### src/hw/pmdt_pkg.sv
// Constants, codes and state types of the power-mode and direct-transfer controller
package pmdt_pkg;

  // CPU clock rates in oscillator cycles per CPU state
  localparam int         HS_DIV      = 2;
  localparam int         MS_RATIO    = 8;
  localparam logic [3:0] HS_LIM      = 4'(HS_DIV - 1);
  localparam logic [3:0] MS_LIM      = 4'(HS_DIV * MS_RATIO - 1);

  // Subactive divider, counted in watch clock ticks
  localparam logic [1:0] SUB_SEL_D8  = 2'h0;
  localparam logic [1:0] SUB_SEL_D4  = 2'h1;
  localparam logic [3:0] SUB_LIM_D8  = 4'h7;
  localparam logic [3:0] SUB_LIM_D4  = 4'h3;
  localparam logic [3:0] SUB_LIM_D2  = 4'h1;

  // Direct-transfer state counts
  localparam int          SLEEP_STATES = 2;
  localparam int          PROC_STATES  = 1;
  localparam int          EXC_STATES   = 14;
  localparam logic [17:0] DT_OLD_CNT   = 18'(SLEEP_STATES + PROC_STATES);
  localparam logic [17:0] EXC_CNT      = 18'(EXC_STATES);

  // Settling wait select: codes 1xx give the longest wait
  localparam logic [2:0]  STS_MAX_SHIFT = 3'h4;

  // Clock that paces CPU states
  typedef enum logic [2:0] {
    CLK_HS  = 3'b001,
    CLK_MS  = 3'b010,
    CLK_SUB = 3'b100
  } pmdt_clk_e;

  // Operating modes and transition phases
  typedef enum logic [10:0] {
    M_RESET  = 11'b000_0000_0001,
    M_HS     = 11'b000_0000_0010,
    M_MS     = 11'b000_0000_0100,
    M_SUB    = 11'b000_0000_1000,
    M_SLEEP  = 11'b000_0001_0000,
    M_STBY   = 11'b000_0010_0000,
    M_WATCH  = 11'b000_0100_0000,
    M_SSLEEP = 11'b000_1000_0000,
    M_DTOLD  = 11'b001_0000_0000,
    M_SETTLE = 11'b010_0000_0000,
    M_EXC    = 11'b100_0000_0000
  } pmdt_mode_e;

endpackage

### src/hw/pmdt_clk_div.sv
// CPU state tick generator for high-speed, medium-speed and subactive clocks
`timescale 1ns/1ns
module pmdt_clk_div (
  // Clock and reset
  input  wire logic              i_sys_clk,
  input  wire logic              i_rst_b,
  // Selection
  input  wire pmdt_pkg::pmdt_clk_e i_clk_sel,
  input  wire logic [1:0]        i_sub_div_sel,
  input  wire logic              i_watch_tick,
  // Tick out
  output logic                   o_tick
);
  import pmdt_pkg::*;

  logic [3:0] cnt_reg;
  logic [3:0] lim;
  logic       adv;

  // Terminal count per clock choice
  always_comb begin
    lim = HS_LIM;
    adv = 1'b1;
    unique case (i_clk_sel)
      CLK_HS: lim = HS_LIM;
      CLK_MS: lim = MS_LIM;
      CLK_SUB: begin
        adv = i_watch_tick;
        if (i_sub_div_sel == SUB_SEL_D8) begin
          lim = SUB_LIM_D8;
        end else if (i_sub_div_sel == SUB_SEL_D4) begin
          lim = SUB_LIM_D4;
        end else begin
          lim = SUB_LIM_D2;
        end
      end
      default: lim = HS_LIM;
    endcase
  end

  // Divider counter; compare with >= so a select change never stalls it
  always_ff @(posedge i_sys_clk or negedge i_rst_b) begin
    if (!i_rst_b) begin
      cnt_reg <= 4'h0;
      o_tick  <= 1'b0;
    end else if (adv) begin
      if (cnt_reg >= lim) begin
        cnt_reg <= 4'h0;
        o_tick  <= 1'b1;
      end else begin
        cnt_reg <= cnt_reg + 4'h1;
        o_tick  <= 1'b0;
      end
    end else begin
      o_tick <= 1'b0;
    end
  end
endmodule

### src/hw/pmdt_ctrl.sv
// Power-mode controller with sleep, standby, watch and direct-transfer sequencing
`timescale 1ns/1ns
// Summary of operation
// - Standby wake, or watch wake with low speed clear, goes medium-speed when selected
// - Any interrupt wakes sleep into high or medium speed, whichever is selected
// - Masked or disabled interrupts never wake
// - SLEEP with standby, no low, no timer: standby
// - SLEEP with standby and timer bit: watch
// - SLEEP with neither standby nor low: sleep
// - Reset pin low forces reset state
// - Medium-speed CPU clock is high-speed over eight
// - Direct transfer switches mode, raises its interrupt
// - Disabled direct interrupt falls back to sleep/watch
// - Masked direct transfer ends in unclearable sleep/watch
// - High to medium speed via sleep
// - Medium to high speed via sleep
// - Active to subactive via watch
// - Subactive to high speed after settling wait
// - Subactive to medium speed after settling wait
// - Latency: three old states, fourteen new
// - Settling wait in new-mode states before exception
// - Subactive clock is watch clock over 2/4/8
module pmdt_ctrl #(
  parameter int SETTLE_BASE = 8192  // Shortest settling wait, in states
) (
  // Clock and reset
  input  wire logic                i_sys_clk,
  input  wire logic                i_rst_b,
  input  wire logic                i_reset_pin_n,
  input  wire logic                i_watch_tick,
  // CPU events and mask
  input  wire logic                i_sleep_exec,
  input  wire logic                i_cond_code_int_mask,
  // Mode select bits
  input  wire logic                i_software_standby_select,
  input  wire logic                i_low_speed_select,
  input  wire logic                i_medium_speed_select,
  input  wire logic                i_direct_transfer_on,
  input  wire logic                i_timer_a_watch_select,
  input  wire logic [2:0]          i_settle_wait_sel,
  input  wire logic [1:0]          i_sub_div_sel,
  // Interrupt requests
  input  wire logic                i_ext_int_zero,
  input  wire logic                i_ext_int_one,
  input  wire logic [7:0]          i_wake_pin,
  input  wire logic                i_timer_a_int,
  input  wire logic                i_other_int,
  // Interrupt enables
  input  wire logic                i_ext_int_zero_en,
  input  wire logic                i_ext_int_one_en,
  input  wire logic [7:0]          i_wake_pin_en,
  input  wire logic                i_timer_a_int_en,
  input  wire logic                i_other_int_en,
  input  wire logic                i_dt_int_en,
  // Status and control out
  output pmdt_pkg::pmdt_mode_e     o_mode,
  output pmdt_pkg::pmdt_clk_e      o_run_clk,
  output logic                     o_cpu_ce,
  output logic                     o_cpu_reset,
  output logic                     o_main_osc_on,
  output logic                     o_exc_start,
  output logic                     o_dt_int
);
  import pmdt_pkg::*;

  localparam logic [17:0] SETTLE_BASE_W = 18'(SETTLE_BASE);

  pmdt_mode_e  mode_reg;
  pmdt_mode_e  mode_next;
  pmdt_mode_e  slp_mode;
  pmdt_clk_e   run_clk_reg;
  pmdt_clk_e   clk_next;
  pmdt_clk_e   tgt_clk_reg;
  pmdt_clk_e   tgt_next;
  pmdt_clk_e   slp_tgt;
  pmdt_clk_e   act_clk;
  pmdt_clk_e   tick_sel;
  logic        via_reg;
  logic        via_next;
  logic        slp_via;
  logic        dt_reg;
  logic        dt_next;
  logic [17:0] cnt_reg;
  logic [17:0] load_val;
  logic [17:0] settle_cnt;
  logic [2:0]  sts_shift;
  logic        load;
  logic        exc_go;
  logic        tick;
  logic        done;
  logic        act_s;
  logic        dt_ok;
  logic        irq_common;
  logic        wake_stby;
  logic        wake_watch;
  logic        wake_any;
  logic        cpu_run;

  // Wake qualification by mask and enables
  assign irq_common = (i_ext_int_zero & i_ext_int_zero_en) | (|(i_wake_pin & i_wake_pin_en));
  assign wake_stby  = !i_cond_code_int_mask & (irq_common | (i_ext_int_one & i_ext_int_one_en));
  assign wake_watch = !i_cond_code_int_mask & (irq_common | (i_timer_a_int & i_timer_a_int_en));
  assign wake_any   = wake_stby | wake_watch | (!i_cond_code_int_mask & i_other_int & i_other_int_en);

  // Mode and timing helpers
  assign act_s   = (mode_reg == M_HS) || (mode_reg == M_MS) || (mode_reg == M_SUB);
  assign dt_ok   = i_direct_transfer_on & i_dt_int_en & !i_cond_code_int_mask;
  assign act_clk = i_medium_speed_select ? CLK_MS : CLK_HS;
  assign tick_sel  = (mode_reg == M_SETTLE) ? tgt_clk_reg : run_clk_reg;
  assign sts_shift = i_settle_wait_sel[2] ? STS_MAX_SHIFT : {1'b0, i_settle_wait_sel[1:0]};
  assign settle_cnt = SETTLE_BASE_W << sts_shift;
  assign done = tick && (cnt_reg == 18'h00001);

  // State tick source
  pmdt_clk_div u_div (
    .i_sys_clk     (i_sys_clk),
    .i_rst_b       (i_rst_b),
    .i_clk_sel     (tick_sel),
    .i_sub_div_sel (i_sub_div_sel),
    .i_watch_tick  (i_watch_tick),
    .o_tick        (tick)
  );

  // SLEEP decision from bits sampled at execution
  always_comb begin
    slp_mode = M_SLEEP;
    slp_tgt  = run_clk_reg;
    slp_via  = 1'b0;
    if (run_clk_reg == CLK_SUB) begin
      if (i_software_standby_select && i_timer_a_watch_select && dt_ok && !i_low_speed_select) begin
        slp_mode = M_DTOLD;
        slp_tgt  = act_clk;
        slp_via  = 1'b1;
      end else if (i_software_standby_select) begin
        slp_mode = M_WATCH;
      end else begin
        slp_mode = M_SSLEEP;
      end
    end else if (i_software_standby_select && i_timer_a_watch_select) begin
      if (dt_ok && i_low_speed_select) begin
        slp_mode = M_DTOLD;
        slp_tgt  = CLK_SUB;
        slp_via  = 1'b1;
      end else begin
        slp_mode = M_WATCH;
      end
    end else if (i_software_standby_select) begin
      slp_mode = M_STBY;
    end else if (dt_ok && !i_low_speed_select && (i_medium_speed_select != (run_clk_reg == CLK_MS))) begin
      slp_mode = M_DTOLD;
      slp_tgt  = act_clk;
    end else begin
      slp_mode = M_SLEEP;
    end
  end

  // Next mode, clock and counter load
  always_comb begin
    mode_next = mode_reg;
    clk_next  = run_clk_reg;
    tgt_next  = tgt_clk_reg;
    via_next  = via_reg;
    dt_next   = dt_reg;
    load      = 1'b0;
    load_val  = EXC_CNT;
    exc_go    = 1'b0;
    unique case (mode_reg)
      M_RESET: begin
        mode_next = M_HS;
        clk_next  = CLK_HS;
      end
      M_HS, M_MS, M_SUB: begin
        if (i_sleep_exec) begin
          mode_next = slp_mode;
          tgt_next  = slp_tgt;
          via_next  = slp_via;
          dt_next   = (slp_mode == M_DTOLD);
          load      = 1'b1;
          load_val  = DT_OLD_CNT;
        end
      end
      M_SLEEP: begin
        if (wake_any) begin
          mode_next = M_EXC;
          clk_next  = act_clk;
          load      = 1'b1;
          exc_go    = 1'b1;
        end
      end
      M_STBY: begin
        if (wake_stby) begin
          mode_next = M_SETTLE;
          tgt_next  = act_clk;
          load      = 1'b1;
          load_val  = settle_cnt;
        end
      end
      M_WATCH: begin
        if (wake_watch && i_low_speed_select) begin
          mode_next = M_EXC;
          clk_next  = CLK_SUB;
          load      = 1'b1;
          exc_go    = 1'b1;
        end else if (wake_watch) begin
          mode_next = M_SETTLE;
          tgt_next  = act_clk;
          load      = 1'b1;
          load_val  = settle_cnt;
        end
      end
      M_SSLEEP: begin
        if (wake_any) begin
          mode_next = M_EXC;
          clk_next  = CLK_SUB;
          load      = 1'b1;
          exc_go    = 1'b1;
        end
      end
      M_DTOLD: begin
        if (done && via_reg && (tgt_clk_reg != CLK_SUB)) begin
          mode_next = M_SETTLE;
          load      = 1'b1;
          load_val  = settle_cnt;
        end else if (done) begin
          mode_next = M_EXC;
          clk_next  = tgt_clk_reg;
          load      = 1'b1;
          exc_go    = 1'b1;
        end
      end
      M_SETTLE: begin
        if (done) begin
          mode_next = M_EXC;
          clk_next  = tgt_clk_reg;
          load      = 1'b1;
          exc_go    = 1'b1;
        end
      end
      M_EXC: begin
        if (done) begin
          dt_next = 1'b0;
          if (run_clk_reg == CLK_SUB) begin
            mode_next = M_SUB;
          end else if (run_clk_reg == CLK_MS) begin
            mode_next = M_MS;
          end else begin
            mode_next = M_HS;
          end
        end
      end
      default: begin
        mode_next = M_RESET;
        clk_next  = CLK_HS;
      end
    endcase
  end

  // Mode register; the reset pin overrides every other bit
  always_ff @(posedge i_sys_clk or negedge i_rst_b) begin
    if (!i_rst_b) begin
      mode_reg    <= M_RESET;
      run_clk_reg <= CLK_HS;
      tgt_clk_reg <= CLK_HS;
      via_reg     <= 1'b0;
      dt_reg      <= 1'b0;
    end else if (!i_reset_pin_n) begin
      mode_reg    <= M_RESET;
      run_clk_reg <= CLK_HS;
      tgt_clk_reg <= CLK_HS;
      via_reg     <= 1'b0;
      dt_reg      <= 1'b0;
    end else begin
      mode_reg    <= mode_next;
      run_clk_reg <= clk_next;
      tgt_clk_reg <= tgt_next;
      via_reg     <= via_next;
      dt_reg      <= dt_next;
    end
  end

  // State counter, paced by the clock of the current phase
  always_ff @(posedge i_sys_clk or negedge i_rst_b) begin
    if (!i_rst_b) begin
      cnt_reg <= 18'h00000;
    end else if (load) begin
      cnt_reg <= load_val;
    end else if (tick && (cnt_reg != 18'h00000)) begin
      cnt_reg <= cnt_reg - 18'h00001;
    end
  end

  // CPU runs while executing, in the direct-transfer old-clock states, or handling the exception
  assign cpu_run = act_s || (mode_reg == M_DTOLD) || (mode_reg == M_EXC);

  // Registered outputs
  always_ff @(posedge i_sys_clk or negedge i_rst_b) begin
    if (!i_rst_b) begin
      o_cpu_ce      <= 1'b0;
      o_cpu_reset   <= 1'b1;
      o_main_osc_on <= 1'b1;
      o_exc_start   <= 1'b0;
      o_dt_int      <= 1'b0;
    end else begin
      o_cpu_ce      <= tick && cpu_run && i_reset_pin_n;
      o_cpu_reset   <= !i_reset_pin_n || (mode_reg == M_RESET && mode_next == M_RESET);
      o_main_osc_on <= !((mode_next == M_STBY) || (mode_next == M_WATCH) ||
                         (mode_next == M_SUB) || (mode_next == M_SSLEEP));
      o_exc_start   <= exc_go && i_reset_pin_n;
      o_dt_int      <= exc_go && dt_reg && i_reset_pin_n;
    end
  end

  assign o_mode    = mode_reg;
  assign o_run_clk = run_clk_reg;
endmodule

### config.mk
export PLATFORM = sky130hd
export DESIGN_NAME = pmdt_ctrl
export DESIGN_NICKNAME = d
export VERILOG_FILES = /design/src/hw/pmdt_pkg.sv /design/src/hw/pmdt_clk_div.sv /design/src/hw/pmdt_ctrl.sv
export SDC_FILE = /design/constraint.sdc
export NUM_CORES = 1
export LEC_CHECK = 0
export ABC_CLOCK_PERIOD_IN_PS = 3700
export BUFFER_PORTS_ARGS = -buffer_cell sky130_fd_sc_hd__buf_2
export CAP_MARGIN = 20
export CELL_PAD_IN_SITES_DETAIL_PLACEMENT = 0
export CELL_PAD_IN_SITES_GLOBAL_PLACEMENT = 2
export CORE_ASPECT_RATIO = 0.5
export CORE_UTILIZATION = 34
export DETAILED_ROUTE_END_ITERATION = 12
export GPL_TIMING_DRIVEN = 0
export HOLD_SLACK_MARGIN = 0.02
export PLACE_DENSITY_LB_ADDON = 0.1
export SYNTH_ARGS = -nofsm -noshare
export SYNTH_HDL_FRONTEND = slang
export SYNTH_SLANG_ARGS = --single-unit
### constraint.sdc
create_clock -name i_sys_clk -period 3.7 [get_ports i_sys_clk]
set_input_delay 0.37 -clock i_sys_clk [delete_from_list [all_inputs] [get_ports i_sys_clk]]
set_output_delay 0.37 -clock i_sys_clk [all_outputs]
set_load 0.02 [all_outputs]
==> Yosys cells after proc, flatten, opt, wreduce, memory -nomap -nowiden <==
Cells that the tools add are included.
{ "word_totals": {"regBits": 47, "in_bits": 41, "elab_cells": 189} }
{ "op_classes": {"addsub": 2, "magnitude_cmp": 1, "n_eq_ne": 39, "shift": 1, "muxes": 78, "bitwise_logic": 15, "n_reduce_logical": 40} }
{ "op_table": {"columns": ["cell", "count"], "rows": [
  ["2-to-1 mux 11 bit", 11],
  ["2-to-1 mux 18 bit", 6],
  ["one-hot mux 11 bit (8 select lines)", 1],
  ["one-hot mux 18 bit (4 select lines)", 1],
  ["2-to-1 mux 3 bit", 20],
  ["2-to-1 mux 9 bit", 4],
  ["!= test 3 bit, second input constant", 10],
  ["== test 11 x 1 -> 1 bit, second input constant", 2],
  ["== test 11 x 4 -> 1 bit, second input constant", 2],
  ["== test 11 x 6 -> 1 bit, second input constant", 2],
  ["== test 11 x 7 -> 1 bit, second input constant", 2],
  ["== test 11 x 8 -> 1 bit, second input constant", 2],
  ["== test 11 x 9 -> 1 bit, second input constant", 2],
  ["2-to-1 mux 1 bit", 22],
  ["== test 18 x 1 -> 1 bit, second input constant", 1],
  ["one-hot mux 3 bit (6 select lines)", 1],
  ["nonzero test 18 bit", 1],
  ["left shift 14 x 3 -> 18 bit, first input constant", 1],
  ["subtractor 18 x 1 -> 18 bit, second input constant", 1],
  ["logical AND 1 bit", 17],
  ["2-to-1 mux 4 bit", 4],
  ["== test 11 x 10 -> 1 bit, second input constant", 1],
  ["== test 11 bit, second input constant", 1],
  ["== test 11 x 2 -> 1 bit, second input constant", 1],
  ["33 further kinds", 60]
]} }

==> Logic depth before layout (Yosys ltp) <==
Gate-level depths: netlist (run 1).
{ "logic_depth": {"ltp_word": 15, "depth_mapped": 13, "mapped_depth_nobuf": 11} }

==> Modules after synthesis <==
From an unflattened synthesis (run 1), not the netlist that was laid out.
{ "hier_totals": {"cells_unflattened": 400, "area_unflattened_um2": 3444.6} }
{ "by_module_without_submodules": {"columns": ["module", "n_inst", "cells_per_inst", "area_each_um2", "seq_area_each_um2"], "rows": [
  ["pmdt_ctrl", 1, 364, 3103.0, 1057.3],
  ["pmdt_clk_div", 1, 36, 341.6, 125.1]
]} }

==> Worst setup path after synthesis (run 1) <==
No wires, ideal clock.
{ "synth_path": {"path_type": "register to register", "from": "register mode_reg[4], in the netlist o_mode[4]", "to": "register u_div.cnt_reg[3]", "setup_time_ns": 0.095, "t_arrival_ns": 3.189, "t_required_ns": 3.605, "path_slack_ns": 0.416, "stages_incl_launch_ff": 13, "n_path_buf": 2, "period_less_slack_ns": 3.284, "path_cell_list": "dfrtp_1 > buf_2 > or4_4 > buf_6 > nor3_1 > mux2i_1 > o21a_1 > ha_1 > a21o_1 > a21o_1 > a21oi_1 > o21ai_0 > o31ai_1"} }
{ "synth_via": {"elab_chain_len": 6} }
{ "synth_lines": {"columns": ["item", "line_no", "rtl"], "rows": [
  ["from (decl)", "pmdt_ctrl.sv:68", "pmdt_mode_e mode_reg;"],
  ["from (signal assigned)", "pmdt_ctrl.sv:273", "mode_reg <= mode_next;"],
  ["== test 11 x 10 -> 1 bit *", "pmdt_ctrl.sv:109", "assign tick_sel = (mode_reg == M_SETTLE) ? tgt_clk_reg : run_clk_reg;"],
  ["2-to-1 mux 3 bit *", "pmdt_ctrl.sv:109", null],
  ["== test 3 bit or == test 3 x 2 -> 1 bit (tied branches)", "pmdt_clk_div.sv:24", "unique case (i_clk_sel)"],
  ["one-hot mux 4 bit (2 select lines)", "pmdt_clk_div.sv:24", null],
  ["greater-or-equal comparator 4 bit", "pmdt_clk_div.sv:47", "if (cnt_reg >= lim) begin"],
  ["2-to-1 mux 4 bit", "pmdt_clk_div.sv:47", null],
  ["to (signal assigned)", "pmdt_clk_div.sv:51", "cnt_reg <= cnt_reg + 4'h1;"],
  ["to (decl)", "pmdt_clk_div.sv:16", "logic [3:0] cnt_reg;"]
]} }
Every way passes the cells marked *; elsewhere a longest branch is shown, timed or not.
A chain may end at the register's enable or synchronous reset.

==> Final worst setup path (run 1) <==
{ "layout_path": {"from": "register mode_reg[5], in the netlist o_mode[5]", "to": "register u_div.cnt_reg[3]"} }
Same word-level chain as after synthesis.

==> results of run 1 <==
-- layer usage --
layer,track usage,vias up
met3,0.0346,7
met1,0.297,1579
li1,-,1632
met5,0,-
met4,0.0269,0
met2,0.318,103
-- metrics by stage --
step                std cells   util
global route              603  0.426
floorplan                 400      -
detailed placement        593  0.405
CTS                       601  0.422
finish                    603  0.426
global placement          593  0.405
-- synthesized netlist by cell type (all sizes together), types with 6 or more instances --
master,n,area [um2]
o21ai,22,110
ha,7,87.6
or4,6,52.6
clkbuf,11,41.3
dfrtp,42,1050
nand2,33,124
nor4,13,124
a21oi,23,130
nand3,9,45.0
and3,6,37.5
nor3,13,65.1
nor3b,9,72.6
xor2,7,61.3
xnor2,14,123
o31ai,10,75.1
buf,12,77.6
o22ai,6,37.5
a211oi,6,45.0
inv,16,60.1
nor2,35,141
-- layout make-up --
cell class,count,area (um2)
repair buffers,60,315
plain buffers,23,120
multi-input cells,314,2110
well taps,135,169
flip-flops and latches,47,1180
fillers,981,5550
clock buffers,7,133
clock inverters,1,30.0
inverters,16,60.1
-- cells by family (layout without fill, tap and decap cells) --
| kind of cell | after synthesis | in the layout | synth area share |
|---|---|---|---|
| AOI/OAI and AO/OA | 107 | 107 | 0.213 |
| DFF | 47 | 47 | 0.342 |
| muxes | 6 | 6 | 0.0177 |
| and+or+nand+nor | 173 | 173 | 0.298 |
| adders and majority gates | 7 | 7 | 0.0253 |
| buffers and inverters | 39 | 107 | 0.0517 |
| xor gates and xnor gates | 21 | 21 | 0.0532 |
-- power by group --
group / internal, mW / switching, mW / leakage (nW)
registers: 0.629 / 0.128 / 0.615
logic: 0.304 / 0.405 / 1.06
clock network: 0.320 / 0.187 / 0.0781
total: 1.25 / 0.720 / 1.75
-- final timing paths --
kind,startpoint,endpoint,depth (start not counted)
min in group i_sys_clk,i_settle_wait_sel[1],cnt_reg[14]$_DFFE_PN0P_,2
max in group asynchronous,i_rst_b,o_main_osc_on$_DFF_PN1_,2
worst min register to register,u_div.cnt_reg[3]$_DFFE_PN0N_,u_div.cnt_reg[3]$_DFFE_PN0N_,1
worst max register to register,o_mode[5]$_DFF_PN0_,u_div.cnt_reg[3]$_DFFE_PN0N_,12
worst min-delay path,i_rst_b,cnt_reg[17]$_DFFE_PN0P_,1
worst max-delay path,o_mode[5]$_DFF_PN0_,u_div.cnt_reg[3]$_DFFE_PN0N_,12
-- placed cells by master (no fill, tap or decap), types with 5 or more instances in the layout --
cell / count
buf_2: 67
dfrtp_1: 42
nor2_1: 33
nand2_1: 33
o21ai_0: 22
a21oi_1: 20
inv_1: 16
xnor2_1: 14
nor3_1: 12
clkbuf_1: 12
o31ai_1: 10
nand3_1: 9
nor4_1: 9
nor3b_1: 8
xor2_1: 7
ha_1: 7
and3_1: 6
a211oi_1: 6
o22ai_1: 6
nand4_1: 5
or3_1: 5
nand2b_1: 5
and2_1: 5
nor2b_1: 5
mux2i_1: 5
clkbuf_16: 5
dfstp_2: 5
-- repair_timing --
| action | in CTS | in global routing |
|---|---|---|
| setup endpoints to repair | 0 | 3 |
| gates resized for setup | 0 | 4 |
| buffers inserted | 0 | 0 |
==> out/qor.csv, run 1 <==
metric,value,unit
Worst Hold Class,in2async,
H-tree Lvls,2,
Syn Inst Count,400,
register area share after synthesis,0.342,
wire per inst,16.6,um
cts bufs inserted,5,
Max Clock Skew,5.92,ps
max reg flops,18,
initial antenna violation count,0,
GRT Total Usage,0.202,
Syn Nets,448,
"Hold Vio Cnt, Final",0,
nets,515,
RSZ-0062 raised after global routing,no,
CTS root buf,clkbuf_16,
number of buffers added on ports,58,
Pwr per Cell Area,479,nW/um2
Ys Warns,0,
Iteration-0 DRC Markers,203,
die area,10600,um2
ys async rst share,1.00,
Design Power,1.97,mW
GP Congestion,0.883,
worst setup path class,reg2reg,
Post-Syn Area,3460,um2
worst-path maximum fanout,9,
met3 wire length,476,um
crit-path cells,buf_6 > or4_4 > buf_6 > nor3_2 > mux2i_1 > o21a_1 > ha_1 > a21o_1 > a21o_1 > a21oi_2 > o21ai_0 > o31ai_1,
Main synth FF type,dfrtp_1,
Antenna diodes,0,
DRC,0,
vias in the first global route,3199,
global route overflow,0,
Syn Area/Cell,8.65,um2
Total Neg Setup Slack,0,ps
Synth Register Bits,47,
routed wire length,9980,um
Metal-1 WL,5210,um
chip width,145,um
number of synthesized flops with an enable pin,0,
met2 WL,4240,um
Max-slew headroom,0.434,
top layer reached by signal wires,met4,
CP Launch Type,flip-flop,
area delta synth->final,19.0,%
post-route minimum period,3370,ps
vias,3321,
Crit path largest cell delay,530,ps
critical path buffer and inverter count,2,
final hold slack,63.0,ps
Initial Util,0.358,
Slew Limit Fails,0,
CTS tree,yes,
layout cells sized above 1,0.224,
CP arrival,3560,ps
Die H,73.3,um
"Slowest-stage cell, CP",or4_4,
Yosys cell types,76,
Post-CTS Hold Buffers,0,
first-pass GRT wire length,16300,um
fin crit share,0.910,
core area,9670,um2
pin count of the biggest net entering global routing,48,
Worst Slack Setup Final,333,ps
Max Cap Violations,0,
clk buf depth,2,
FF-to-FF setup slack,330,ps
post-route cell area,4120,um2
placed instance area,3920,um2
# IOs,60,
Post-DP HPWL,7740,um
number of detailed-route iterations in the first pass,5,
final setup fails,0,
Rows,25,
Worst EP required,3890,ps
# clock sinks,47,
Setup WS pre-CTS,84.2,ps
Worst Tran Pin Value,838,ps
leakage power,1.75,nW
post-route ant nets,0,
fmax,297,MHz
"CP delay by family, top",compound AO/OA/AOI/OAI gates,
Max VDD drop,0.172,mV
Critical Path End Type,flip-flop,
worst skew pair latency,290,ps
vias per inst,5.51,
"CTS clk-pin slew, worst paths",60,ps
outcome,"finished, final reports clean",
(Power assumes the default switching activity.)
==> run 2, diff against run 1 <==
Settings changed: CORE_MARGIN set to 3, RECOVER_POWER set to 100.
==> out/qor.csv, run 2 (synthesized netlist as in run 1, its figures left out) <==
metric,value,unit
CP Launch Type,flip-flop,
worst-path maximum fanout,10,
H-tree Lvls,2,
final hold slack,295,ps
CTS tree,yes,
Crit path largest cell delay,750,ps
fin crit share,0.930,
Post-CTS Hold Buffers,0,
placed instance area,3920,um2
vias per inst,5.58,
worst skew pair latency,300,ps
post-CTS setup buffers,0,
first-pass GRT wire length,16600,um
GR peak layer,met1,
Post-DP HPWL,7920,um
initial antenna violation count,0,
pin count of the biggest net entering global routing,48,
Rows,25,
wire per inst,16.9,um
post-route ant nets,0,
Worst Hold Class,in2reg,
core area,9670,um2
# IOs,60,
"Slowest-stage cell, CP",nor4_2,
Total Neg Setup Slack,0,ps
crit-path cells,clkbuf_1 > nor4_2 > o2111ai_1 > nor2_1 > a2111o_1 > or2_1 > buf_4 > clkbuf_2 > o22ai_1,
"most common cell after layout, fill and taps aside",buf_2,
vias,3357,
global route overflow,0,
Max VDD drop,0.171,mV
max reg flops,18,
routed wire length,10200,um
met2 GRT Util,0.267,
Antenna diodes,0,
Max Cap Violations,0,
CP arrival,3610,ps
post-route minimum period,3440,ps
number of buffers added on ports,58,
grt met3 use,0.0407,
nets,514,
chip width,149,um
# clock sinks,47,
most frequent cells in the layout,"buf_2 (43), dfrtp_1 (42), nor2_1 (35), clkbuf_1 (35), nand2_1 (33)",
fmax,291,MHz
Register Area,1180,um2
# fillers,1003,
M1 GR Usage,0.269,
critical path buffer and inverter count,3,
Pwr per Cell Area,483,nW/um2
Max Clock Skew,9.88,ps
Slew Limit Fails,0,
DRC,0,
"Hold Vio Cnt, Final",0,
vias in the first global route,3206,
post-route cell area,4020,um2
CTS root buf,clkbuf_16,
Max-slew headroom,0.0979,
Critical Path End Type,flip-flop,
area delta synth->final,16.3,%
"Core Util, Final",0.416,
leakage power,1.64,nW
cts bufs inserted,5,
final setup fails,0,
Iteration-0 DRC Markers,215,
worst setup path class,reg2reg,
layout cells sized above 1,0.167,
"CTS clk-pin slew, worst paths",60,ps
Die H,77.3,um
"CP delay by family, top",simple AND/OR/NAND/NOR gates,
number of detailed-route iterations in the first pass,5,
outcome,"finished, final reports clean",
GP Congestion,0.925,
GRT Total Usage,0.181,
area of the multi-input gates,2070,um2
clk buf depth,2,
Initial Util,0.358,
Worst EP required,3870,ps
die area,11500,um2
Worst Tran Pin Value,1350,ps
==> run 2: through the flow <==
step,instances,power [mW],worst slack (ps)
after detailed placement,593,1.47,-55.1
after global routing,602,2.10,-7.16
final,602,1.94,260
after global placement,593,1.44,95.9
after floorplan,400,1.26,416
after CTS,601,1.97,100
==> run 2: path summary, 6_finish.rpt <==
kind	to	startpoint	slack (ps)	cells after the start
max	cnt_reg[14]$_DFFE_PN0P_	o_mode[9]$_DFF_PN0_	260	9
min	cnt_reg[14]$_DFFE_PN0P_	i_settle_wait_sel[1]	300	2
max reg2reg	cnt_reg[14]$_DFFE_PN0P_	o_mode[9]$_DFF_PN0_	260	9
min reg2reg	o_dt_int$_DFF_PN0_	dt_reg$_DFFE_PN0P_	490	1
max in group asynchronous	o_cpu_ce$_DFF_PN0_	i_rst_b	1520	2
min in group asynchronous	cnt_reg[17]$_DFFE_PN0P_	i_rst_b	340	1
==> run 2: repair_timing <==
| item | CTS | global route |
|---|---|---|
| hold endpoints to repair | 0 | 0 |
| gates cloned | 0 | 0 |
| gates resized for setup | 1 | 4 |
| setup endpoints to repair | 1 | 3 |
==> run 2: worst reg2reg max path, stage by stage, from the launching register on <==
cell and delay [ps]:
dfrtp_1 370, clkbuf_1 210, nor4_2 750, o2111ai_1 370, nor2_1 650, a2111o_1 330, or2_1 130, buf_4 160
clkbuf_2 250, o22ai_1 90
==> run 2: layout make-up <==
cell class | instances | share of cell area
tap | 135 | 0.0420
timing repair buffer | 59 | 0.0666
clock buffer | 7 | 0.0379
sequential | 47 | 0.294
inverter | 16 | 0.0149
multi-input combinational | 314 | 0.514
clock inverter | 1 | 0.00187
buffer | 23 | 0.0283
==> run 2: layer usage <==
layer / vias to the layer above / share of wire
met5: - / 0
met1: 1612 / 0.51
li1: 1626 / -
met2: 111 / 0.42
met3: 8 / 0.063
met4: 0 / 0.0080
==> run 2: power by group <==
group	internal, mW	total [mW]	leakage [nW]	switching [mW]
combinational	0.295	0.697	0.945	0.402
clock	0.288	0.491	0.0761	0.204
sequential	0.629	0.756	0.615	0.128
